File: src/hw/user_cfg_pkg.sv
package user_cfg_pkg;
	localparam logic [7:0]  CMD_USER_FEATURE_CONFIG = 8'hd1;
	localparam logic [15:0] USER_CFG_RESET          = 16'h0402;
	localparam int          MIN_DUTY_MSB            = 15;
	localparam int          MIN_DUTY_LSB            = 11;
	localparam int          DRIVE_MODE_BIT          = 10;
	localparam int          MIN_DUTY_EN_BIT         = 7;
	localparam int          PERIOD_BITS             = 9;
	localparam logic [8:0]  PERIOD_LAST             = 9'h1ff;
	// one byte of the frame while it is assembled
	typedef enum logic [0:0] {
		BYTE_LOW  = 1'b0,
		BYTE_HIGH = 1'b1
	} byte_sel_t;
endpackage

File: src/hw/user_feature_config_reg.sv
`timescale 1ns/1ps
module user_feature_config_reg #(
	parameter int PAGES = 2
) (
	// clock and reset
	input  wire logic                  MCLK_I,
	input  wire logic                  RESET_I,
	// command port from the management bus engine
	input  wire logic [7:0]            CMD_I,
	input  wire logic [$clog2(PAGES)-1:0] PAGE_I,
	input  wire logic                  WR_BYTE_I,
	input  wire logic [7:0]            WR_DATA_I,
	input  wire logic                  WR_PROTECT_I,
	input  wire logic                  RD_BYTE_I,
	output logic      [7:0]            RD_DATA_O,
	output logic                       WR_REJECT_O,
	// modulator side, one demand per output
	input  wire logic [PAGES*9-1:0]    DUTY_DEMAND_I,
	output logic      [PAGES-1:0]      LOW_SIDE_DRIVE_OUT_O,
	output logic      [PAGES-1:0]      HIGH_SIDE_DRIVE_OUT_O
);
	import user_cfg_pkg::*;

	logic [15:0]          cfg_reg [PAGES];
	logic [15:0]          cfg_next [PAGES];
	logic [15:0]          act_reg [PAGES];
	logic [15:0]          act_next [PAGES];
	logic [7:0]           low_reg, low_next;
	byte_sel_t            wsel_reg, wsel_next;
	byte_sel_t            rsel_reg, rsel_next;
	logic [7:0]           rd_reg, rd_next;
	logic                 rej_reg, rej_next;
	logic [PERIOD_BITS-1:0] cnt_reg, cnt_next;
	logic [PAGES-1:0]     lo_reg, lo_next, hi_reg, hi_next;
	logic                 hit;

	// command decode; any other command code parks both byte pointers,
	// so a frame cut by a new command never leaves a half word behind
	assign hit = (CMD_I == CMD_USER_FEATURE_CONFIG);

	// byte assembly, low byte first; the word commits on its high byte
	// so a torn write never reaches the modulator
	always_comb begin
		cfg_next  = cfg_reg;
		low_next  = low_reg;
		wsel_next = wsel_reg;
		rsel_next = rsel_reg;
		rd_next   = rd_reg;
		rej_next  = 1'b0;
		if (!hit) begin
			wsel_next = BYTE_LOW;
			rsel_next = BYTE_LOW;
		end
		if (hit && WR_BYTE_I) begin
			if (WR_PROTECT_I) begin
				rej_next  = 1'b1;
				wsel_next = BYTE_LOW;
			end else if (wsel_reg == BYTE_LOW) begin
				low_next  = WR_DATA_I;
				wsel_next = BYTE_HIGH;
			end else begin
				cfg_next[PAGE_I] = {WR_DATA_I, low_reg};
				wsel_next = BYTE_LOW;
			end
		end
		if (hit && RD_BYTE_I) begin
			// reads ignore protection
			rd_next   = (rsel_reg == BYTE_LOW) ? cfg_reg[PAGE_I][7:0]
						: cfg_reg[PAGE_I][15:8];
			rsel_next = (rsel_reg == BYTE_LOW) ? BYTE_HIGH : BYTE_LOW;
		end
	end

	// switching period counter; 200 MHz over 512 counts is the frame
	// the active copy is only reloaded on the last count, so a host
	// write in mid-period never cuts the pulse already under way
	always_comb begin
		cnt_next = cnt_reg + 9'h001;
		act_next = act_reg;
		if (cnt_reg == PERIOD_LAST)
			act_next = cfg_reg;
	end

	// modulator: compare against demand, with optional duty floor
	// limitation: the floor only raises short pulses, it never clips
	// a demand that is already above it
	always_comb begin
		logic [9:0] floor_cnt;
		logic [8:0] duty;
		floor_cnt = 10'h000;
		duty      = 9'h000;
		lo_next   = '0;
		hi_next   = '0;
		for (int p = 0; p < PAGES; p++) begin
			duty = DUTY_DEMAND_I[p*9 +: 9];
			// 2*(v+1)/512 of the period, in counts
			floor_cnt = {4'h0, act_reg[p][MIN_DUTY_MSB:MIN_DUTY_LSB], 1'b0}
				+ 10'h002;
			if (act_reg[p][MIN_DUTY_EN_BIT] &&
				{1'b0, duty} < floor_cnt)
				duty = floor_cnt[8:0];
			if (act_reg[p][DRIVE_MODE_BIT]) begin
				lo_next[p] = 1'b1;
				hi_next[p] = (cnt_reg < duty);
			end else begin
				hi_next[p] = (cnt_reg < duty);
				lo_next[p] = !(cnt_reg < duty);
			end
		end
	end

	// registers; every copy resets to its default
	always_ff @(posedge MCLK_I or posedge RESET_I) begin
		if (RESET_I) begin
			for (int p = 0; p < PAGES; p++) begin
				cfg_reg[p] <= USER_CFG_RESET;
				act_reg[p] <= USER_CFG_RESET;
			end
			low_reg  <= 8'h00;
			wsel_reg <= BYTE_LOW;
			rsel_reg <= BYTE_LOW;
			rd_reg   <= 8'h00;
			rej_reg  <= 1'b0;
			cnt_reg  <= 9'h000;
			lo_reg   <= '0;
			hi_reg   <= '0;
		end else begin
			cfg_reg  <= cfg_next;
			act_reg  <= act_next;
			low_reg  <= low_next;
			wsel_reg <= wsel_next;
			rsel_reg <= rsel_next;
			rd_reg   <= rd_next;
			rej_reg  <= rej_next;
			cnt_reg  <= cnt_next;
			lo_reg   <= lo_next;
			hi_reg   <= hi_next;
		end
	end

	assign RD_DATA_O             = rd_reg;
	assign WR_REJECT_O           = rej_reg;
	assign LOW_SIDE_DRIVE_OUT_O  = lo_reg;
	assign HIGH_SIDE_DRIVE_OUT_O = hi_reg;
endmodule

File: config.mk
export PLATFORM = sky130hd
export DESIGN_NAME = user_feature_config_reg
export DESIGN_NICKNAME = d
export VERILOG_FILES = /design/src/hw/user_cfg_pkg.sv /design/src/hw/user_feature_config_reg.sv
export SDC_FILE = /design/constraint.sdc
export NUM_CORES = 1
export LEC_CHECK = 0
export BUFFER_PORTS_ARGS = -buffer_cell sky130_fd_sc_hd__buf_2
export CORE_MARGIN = 1.5
export CORE_UTILIZATION = 60
export CTS_BUF_LIST = sky130_fd_sc_hd__clkbuf_4
export CTS_CLUSTER_DIAMETER = 120
export CTS_CLUSTER_SIZE = 28
export DETAILED_ROUTE_END_ITERATION = 8
export PLACE_DENSITY = 0.92
export SYNTH_ARGS = -nofsm -noshare
export SYNTH_HDL_FRONTEND = slang
export SYNTH_SLANG_ARGS = --single-unit
File: constraint.sdc
create_clock -name MCLK_I -period 5.8 [get_ports MCLK_I]
set_input_delay 0.58 -clock MCLK_I [delete_from_list [all_inputs] [get_ports MCLK_I]]
set_output_delay 0.58 -clock MCLK_I [all_outputs]
set_load 0.005 [all_outputs]
# Word level (Yosys, flattened, before mapping)
# Cells that the tools add are included.
# op_classes
n_eq_ne	4
order_cmp	6
add_sub_neg	3
bitwise	3
muxes	19
reduce_logical	9
# ops
op	n
2-to-1 mux 16 bit	4
bitwise mux 32 bit	1
less-than comparator 9 x 7 -> 1 bit	2
less-than comparator 9 bit	2
2-to-1 mux 9 bit	2
demux 16 bit (select 1 bit)	1
adder 6 x 2 -> 7 bit (second input constant)	2
2-to-1 mux 1 bit	10
adder 9 x 1 -> 9 bit (second input constant)	1
== test 9 bit (second input constant)	1
== test 8 bit (second input constant)	1
2-to-1 mux 8 bit	1
AND reduction 3 bit	2
logical AND 1 bit	5
!= test 2 x 1 -> 1 bit (second input constant)	2
>= comparator 2 bit (second input constant)	1
logical NOT 1 bit	2
less-than comparator 2 x 1 -> 1 bit (second input constant)	1
NOT 1 bit	2
NOT 1 -> 2 bit	1
# word_totals
word_cells	56
inputBits	40
regBits	96
out_inout_bits	13

# Logic depth before layout (Yosys ltp)
# depth
word_depth	7
mapped_depth	13
mapped_depth_nobuf	13

# Worst setup path after synthesis
# No wires, ideal clock.
# synth_path
path_kind	reg-to-reg
startpoint	register act_reg[11] in the netlist's numbering
endpoint	register lo_reg[1], in the netlist LOW_SIDE_DRIVE_OUT_O[1]
synth_period_minus_slack_ns	3.584
arrival_ns	3.438
n_path_buf	0
path_stages_with_launch	13
setup_time_ns	0.146
setup_slack_ns	2.216
t_required_ns	5.654
cell_sequence	dfrtp_1 ha_1 inv_1 ha_1 o211ai_1 o21ai_0 a41oi_2 mux2_2 ha_1 and2_1 a221o_1 a21oi_1 or4b_2
# synth_via
elab_chain_len	7
# synth_rtl
item	line_no	text
start, declared	user_feature_config_reg.sv:26	logic [15:0] act_reg [PAGES];
start signal, assigned	user_feature_config_reg.sv:129	act_reg <= act_next;
adder 6 x 2 -> 7 bit *	user_feature_config_reg.sv:98	+ 10'h002;
less-than comparator 9 x 7 -> 1 bit	user_feature_config_reg.sv:100	{1'b0, duty} < floor_cnt)
logical AND 1 bit	user_feature_config_reg.sv:99	if (act_reg[p][MIN_DUTY_EN_BIT] &&
2-to-1 mux 9 bit *	user_feature_config_reg.sv:99	
less-than comparator 9 bit *	user_feature_config_reg.sv:107	lo_next[p] = !(cnt_reg < duty);
logical NOT 1 bit *	user_feature_config_reg.sv:107	
2-to-1 mux 1 bit *	user_feature_config_reg.sv:102	if (act_reg[p][DRIVE_MODE_BIT]) begin
named net lo_next[1]	user_feature_config_reg.sv:34	logic [PAGES-1:0] lo_reg, lo_next, hi_reg, hi_next;
end signal, assigned	user_feature_config_reg.sv:136	lo_reg <= lo_next;
end, declared	user_feature_config_reg.sv:34	
# Mark *: on every way through the listed nets, which the timed path passes. The rest lies on a longest branch.
# A chain may end at the register's enable or synchronous reset.

# Final worst setup path
# layout_path
startpoint	register act_reg[28] in the netlist's numbering
endpoint	register lo_reg[0], in the netlist LOW_SIDE_DRIVE_OUT_O[0]
# The elaborated chain is that of the path after synthesis.

==> results.sh <==
export IMPL_p_int_uw=714.7
export IMPL_h_tree_depth=3
export IMPL_required_ps=6110
export IMPL_switching_power_uw=251.4
export IMPL_finalSetupViolations=0
export IMPL_track_usage_pct=24.47
export IMPL_gp_congestion=0.8261
export IMPL_n_antenna_cell=0
export IMPL_vias=2732
export IMPL_worst_pin_slew_ps=946.0
export IMPL_drcViolationCount=0
export IMPL_drt_wl_total_mm=8.350
export IMPL_seq_power_share_pct=56.8
export IMPL_dr_pass1_iters=4
export IMPL_fin_crit_sh_pct=68.05
export IMPL_cts_buffers_inserted=9
export IMPL_critPathCaptureType="flip-flop"
export IMPL_dieArea_mm2=0.007405
export IMPL_dp_cells=435
export IMPL_yosysSeqAreaShare_pct=47.34
export IMPL_floorplan_rows=30
export IMPL_synth_flop_cell="dfrtp_1"
export IMPL_hp_class="primary input to flip-flop"
export IMPL_max_slew_margin_pct=36.94
export IMPL_final_antenna_net_count=0
export IMPL_synth_cell_types=42
export IMPL_pwr_share_comb_pct=6.5
export IMPL_top_level_ports=53
export IMPL_grt_overflow=0
export IMPL_start_util_pct=61.60
export IMPL_netlist_instances=308
export IMPL_root_buffer="clkbuf_4"
export IMPL_p_sw_share_pct=26.02
export IMPL_cp_start_kind="flip-flop"
export IMPL_clk_latency_ps=430
export IMPL_maxCapViolCount=0
export IMPL_clock_skew_ps=23.33
export IMPL_syn_area_mm2=0.004139
export IMPL_r2r_cells=12
export IMPL_path_common_cell="ha_1"
export IMPL_drv_slew=0
export IMPL_grt_max_degree=79
export IMPL_finalPower_uw=966.1
export IMPL_finalNetCount=436
export IMPL_post_cts_setup_buffers=0
export IMPL_io_buffers=52
export IMPL_worstSetupPathType="flip-flop to flip-flop"
export IMPL_path_cells="ha_1 > inv_1 > ha_1 > o211ai_1 > o21ai_0 > a41oi_2 > mux2_2 > ha_1 > and2_1 > a221o_1 > a21oi_1 > or4b_2"
export IMPL_p_clk_share_pct=36.7
export IMPL_synth_edf_count=0
export IMPL_clock_sinks=78
export IMPL_critPathMaxFanout=6
export IMPL_critPathSlowestCell="or4b_2"
export IMPL_yosysWarnings=0
export IMPL_hpwl_mm=6.190
export IMPL_final_layout_size_suffix_gt1_share_pct=40.16
export IMPL_final_cells=451
export IMPL_stdcell_area_mm2=0.004627
export IMPL_fmax_mhz=253.4
export IMPL_hold_path_depth=2
export IMPL_antenna_found_initial=0
export IMPL_cts_resized=0
export IMPL_outcome="finished, final reports clean"
export IMPL_synth_avg_cell_area_um2=13.44
export IMPL_cts_path_max_buffers=2
export IMPL_irDropWorstVdd_v=0.0001872
export IMPL_grt_pass1_wl_mm=13.83
export IMPL_leakage_uw=0.002398
export IMPL_powerDensity_mw_per_mm2=208.8
export IMPL_cp_data_arrival_time_ps=4250
export IMPL_cts_tree="built"
export IMPL_synthesis_nets=378
export IMPL_die_height_um=86.06
export IMPL_async_reset_ff_share_pct=100.0
export IMPL_area_growth_pct=11.79
export IMPL_avgViaCountPerCell=6.058
export IMPL_timing_final_crit_period_ps=3947
export IMPL_rsz0062_at_grt="false"
export IMPL_ctsHoldBuffers=0
export IMPL_cp_slowest_stage_delay_ps=620
export IMPL_grt_pass1_vias=2908
export IMPL_die_w_um=86.06
export IMPL_hold_viol=0
export IMPL_largest_reg_flops=32
export IMPL_finalSetupTns_ps=0
export IMPL_fp_coreArea_mm2=0.006719
export IMPL_post_dp_cell_area_mm2=0.004472
export IMPL_post_drt_wl_per_cell_um=18.51
export IMPL_synth_seq_cells=78
export IMPL_first_iter_violations=126
export IMPL_clk_pin_slew_ps=150
worst max-delay path, delay by kind of cell, from the launching register on:
family / cells / cell delay, ps
and+or+nand+nor: 2 / 780
DFF: 1 / 440
muxes: 1 / 390
AOI/OAI and AO/OA: 5 / 1270
adders and majority gates: 3 / 880
buffers and inverters: 1 / 50
path summary, 6_finish.rpt:
| kind | start | to | slack (ps) |
|---|---|---|---|
| min in group asynchronous | RESET_I | cfg_reg[18]$_DFFE_PP0P_ | 400 |
| max in group asynchronous | RESET_I | cfg_reg[30]$_DFFE_PP0P_ | 4770 |
| hold / removal | WR_DATA_I[0] | cfg_reg[8]$_DFFE_PP0P_ | 370 |
| setup / recovery | act_reg[28]$_DFFE_PP0N_ | LOW_SIDE_DRIVE_OUT_O[0]$_DFF_PP0_ | 1850 |
| hold reg to reg | cfg_reg[6]$_DFFE_PP0P_ | cfg_reg[6]$_DFFE_PP0P_ | 510 |
| setup reg to reg | act_reg[28]$_DFFE_PP0N_ | LOW_SIDE_DRIVE_OUT_O[0]$_DFF_PP0_ | 1850 |
final cells by class:
class | instances | area, µm²
inverters | 20 | 75.07
clock inverters | 7 | 87.58
clock buffers | 9 | 67.56
repair buffers | 53 | 267.8
flip-flops and latches | 78 | 1959
multi-input cells | 204 | 2069
well taps | 80 | 100.1
fillers | 454 | 2092
per-layer routing:
layer  track usage (%)  wire length (µm)  vias to the layer above  share of wire (%)
li1                  -                 -                     1257                  -
met4             9.531               194                        0                2.3
met5                 0                 0                        -                  0
met1             29.68              3475                     1408                 42
met3             4.909               243                       19                2.9
met2             43.02              4436                       48                 53
cells by family (layout without fill, tap and decap cells):
| logic type | count (synthesis) | count (layout) | synth area share, % |
|---|---|---|---|
| flops | 78 | 78 | 47.34 |
| mux | 80 | 80 | 24.73 |
| xor+xnor | 13 | 13 | 2.751 |
| compound gates | 24 | 24 | 4.353 |
| fa+ha+maj | 30 | 30 | 9.069 |
| simple gates | 57 | 57 | 9.099 |
| buf+inv | 26 | 89 | 2.660 |
cell usage in the layout, fill, tap and decap left out, types with 3 or more instances in the layout:
| cell type | instances |
|---|---|
| inv_8 | 3 |
| and3_1 | 4 |
| mux2i_1 | 4 |
| mux2_4 | 10 |
| a21oi_1 | 6 |
| mux2_1 | 10 |
| nand3_1 | 10 |
| nand2_1 | 12 |
| nand4_1 | 5 |
| nor3b_1 | 3 |
| and4_1 | 3 |
| and2_1 | 3 |
| mux4_2 | 8 |
| dfstp_2 | 6 |
| mux2_2 | 48 |
| inv_1 | 19 |
| xor2_1 | 7 |
| dfrtp_1 | 72 |
| xnor2_1 | 6 |
| nor2_1 | 3 |
| o21ai_0 | 4 |
| buf_2 | 52 |
| clkbuf_4 | 9 |
| ha_1 | 30 |
metrics by stage:
stage	utilization (%)	setup slack (ps)	hold slack [ps]
finish	68.86	1853	373.7
global route	68.86	1666	362.7
CTS	68.86	1873	356.9
detailed placement	66.55	1887	481.2
global placement	66.55	2088	468.4
floorplan	-	2216	458.7
cells in the mapped netlist (2+ instances only):
cell type   n  share of area [%]
a21oi_1     6               0.73
mux2_2     48                 13
nor3_1      2               0.24
and2_1      3               0.45
o211ai_1    2               0.36
a41oi_2     2               0.79
nand2_1    12                1.1
inv_1      20                1.8
nor2_1      3               0.27
nor3b_1     3               0.54
dfstp_2     6                3.8
mux4_2      8                4.4
o21ai_0     4               0.48
and3_1      4               0.60
mux2_4     10                3.6
nand4_1     5               0.76
dfrtp_1    72                 44
mux2_1     10                2.7
a211oi_1    2               0.36
ha_1       30                9.1
nand2b_1    2               0.30
and4_1      3               0.63
clkbuf_1    3               0.27
xnor2_1     6                1.3
a21boi_0    2               0.36
mux2i_1     4               0.97
or4b_2      2               0.48
a21o_1      2               0.36
a41oi_1     2               0.42
nand3_1    10                1.2
xor2_1      7                1.5
nor4_1      2               0.30
a221o_1     2               0.48
power groups by stage:
stage | registers (µW) | clock network [µW] | logic (µW)
floorplan | 558 | 0 | 34.4
global placement | 558 | 0 | 59.8
detailed placement | 558 | 0 | 63.3
CTS | 548 | 359 | 63.7
global route | 549 | 382 | 71.3
finish | 548 | 355 | 62.9
(Power assumes the default switching activity.)
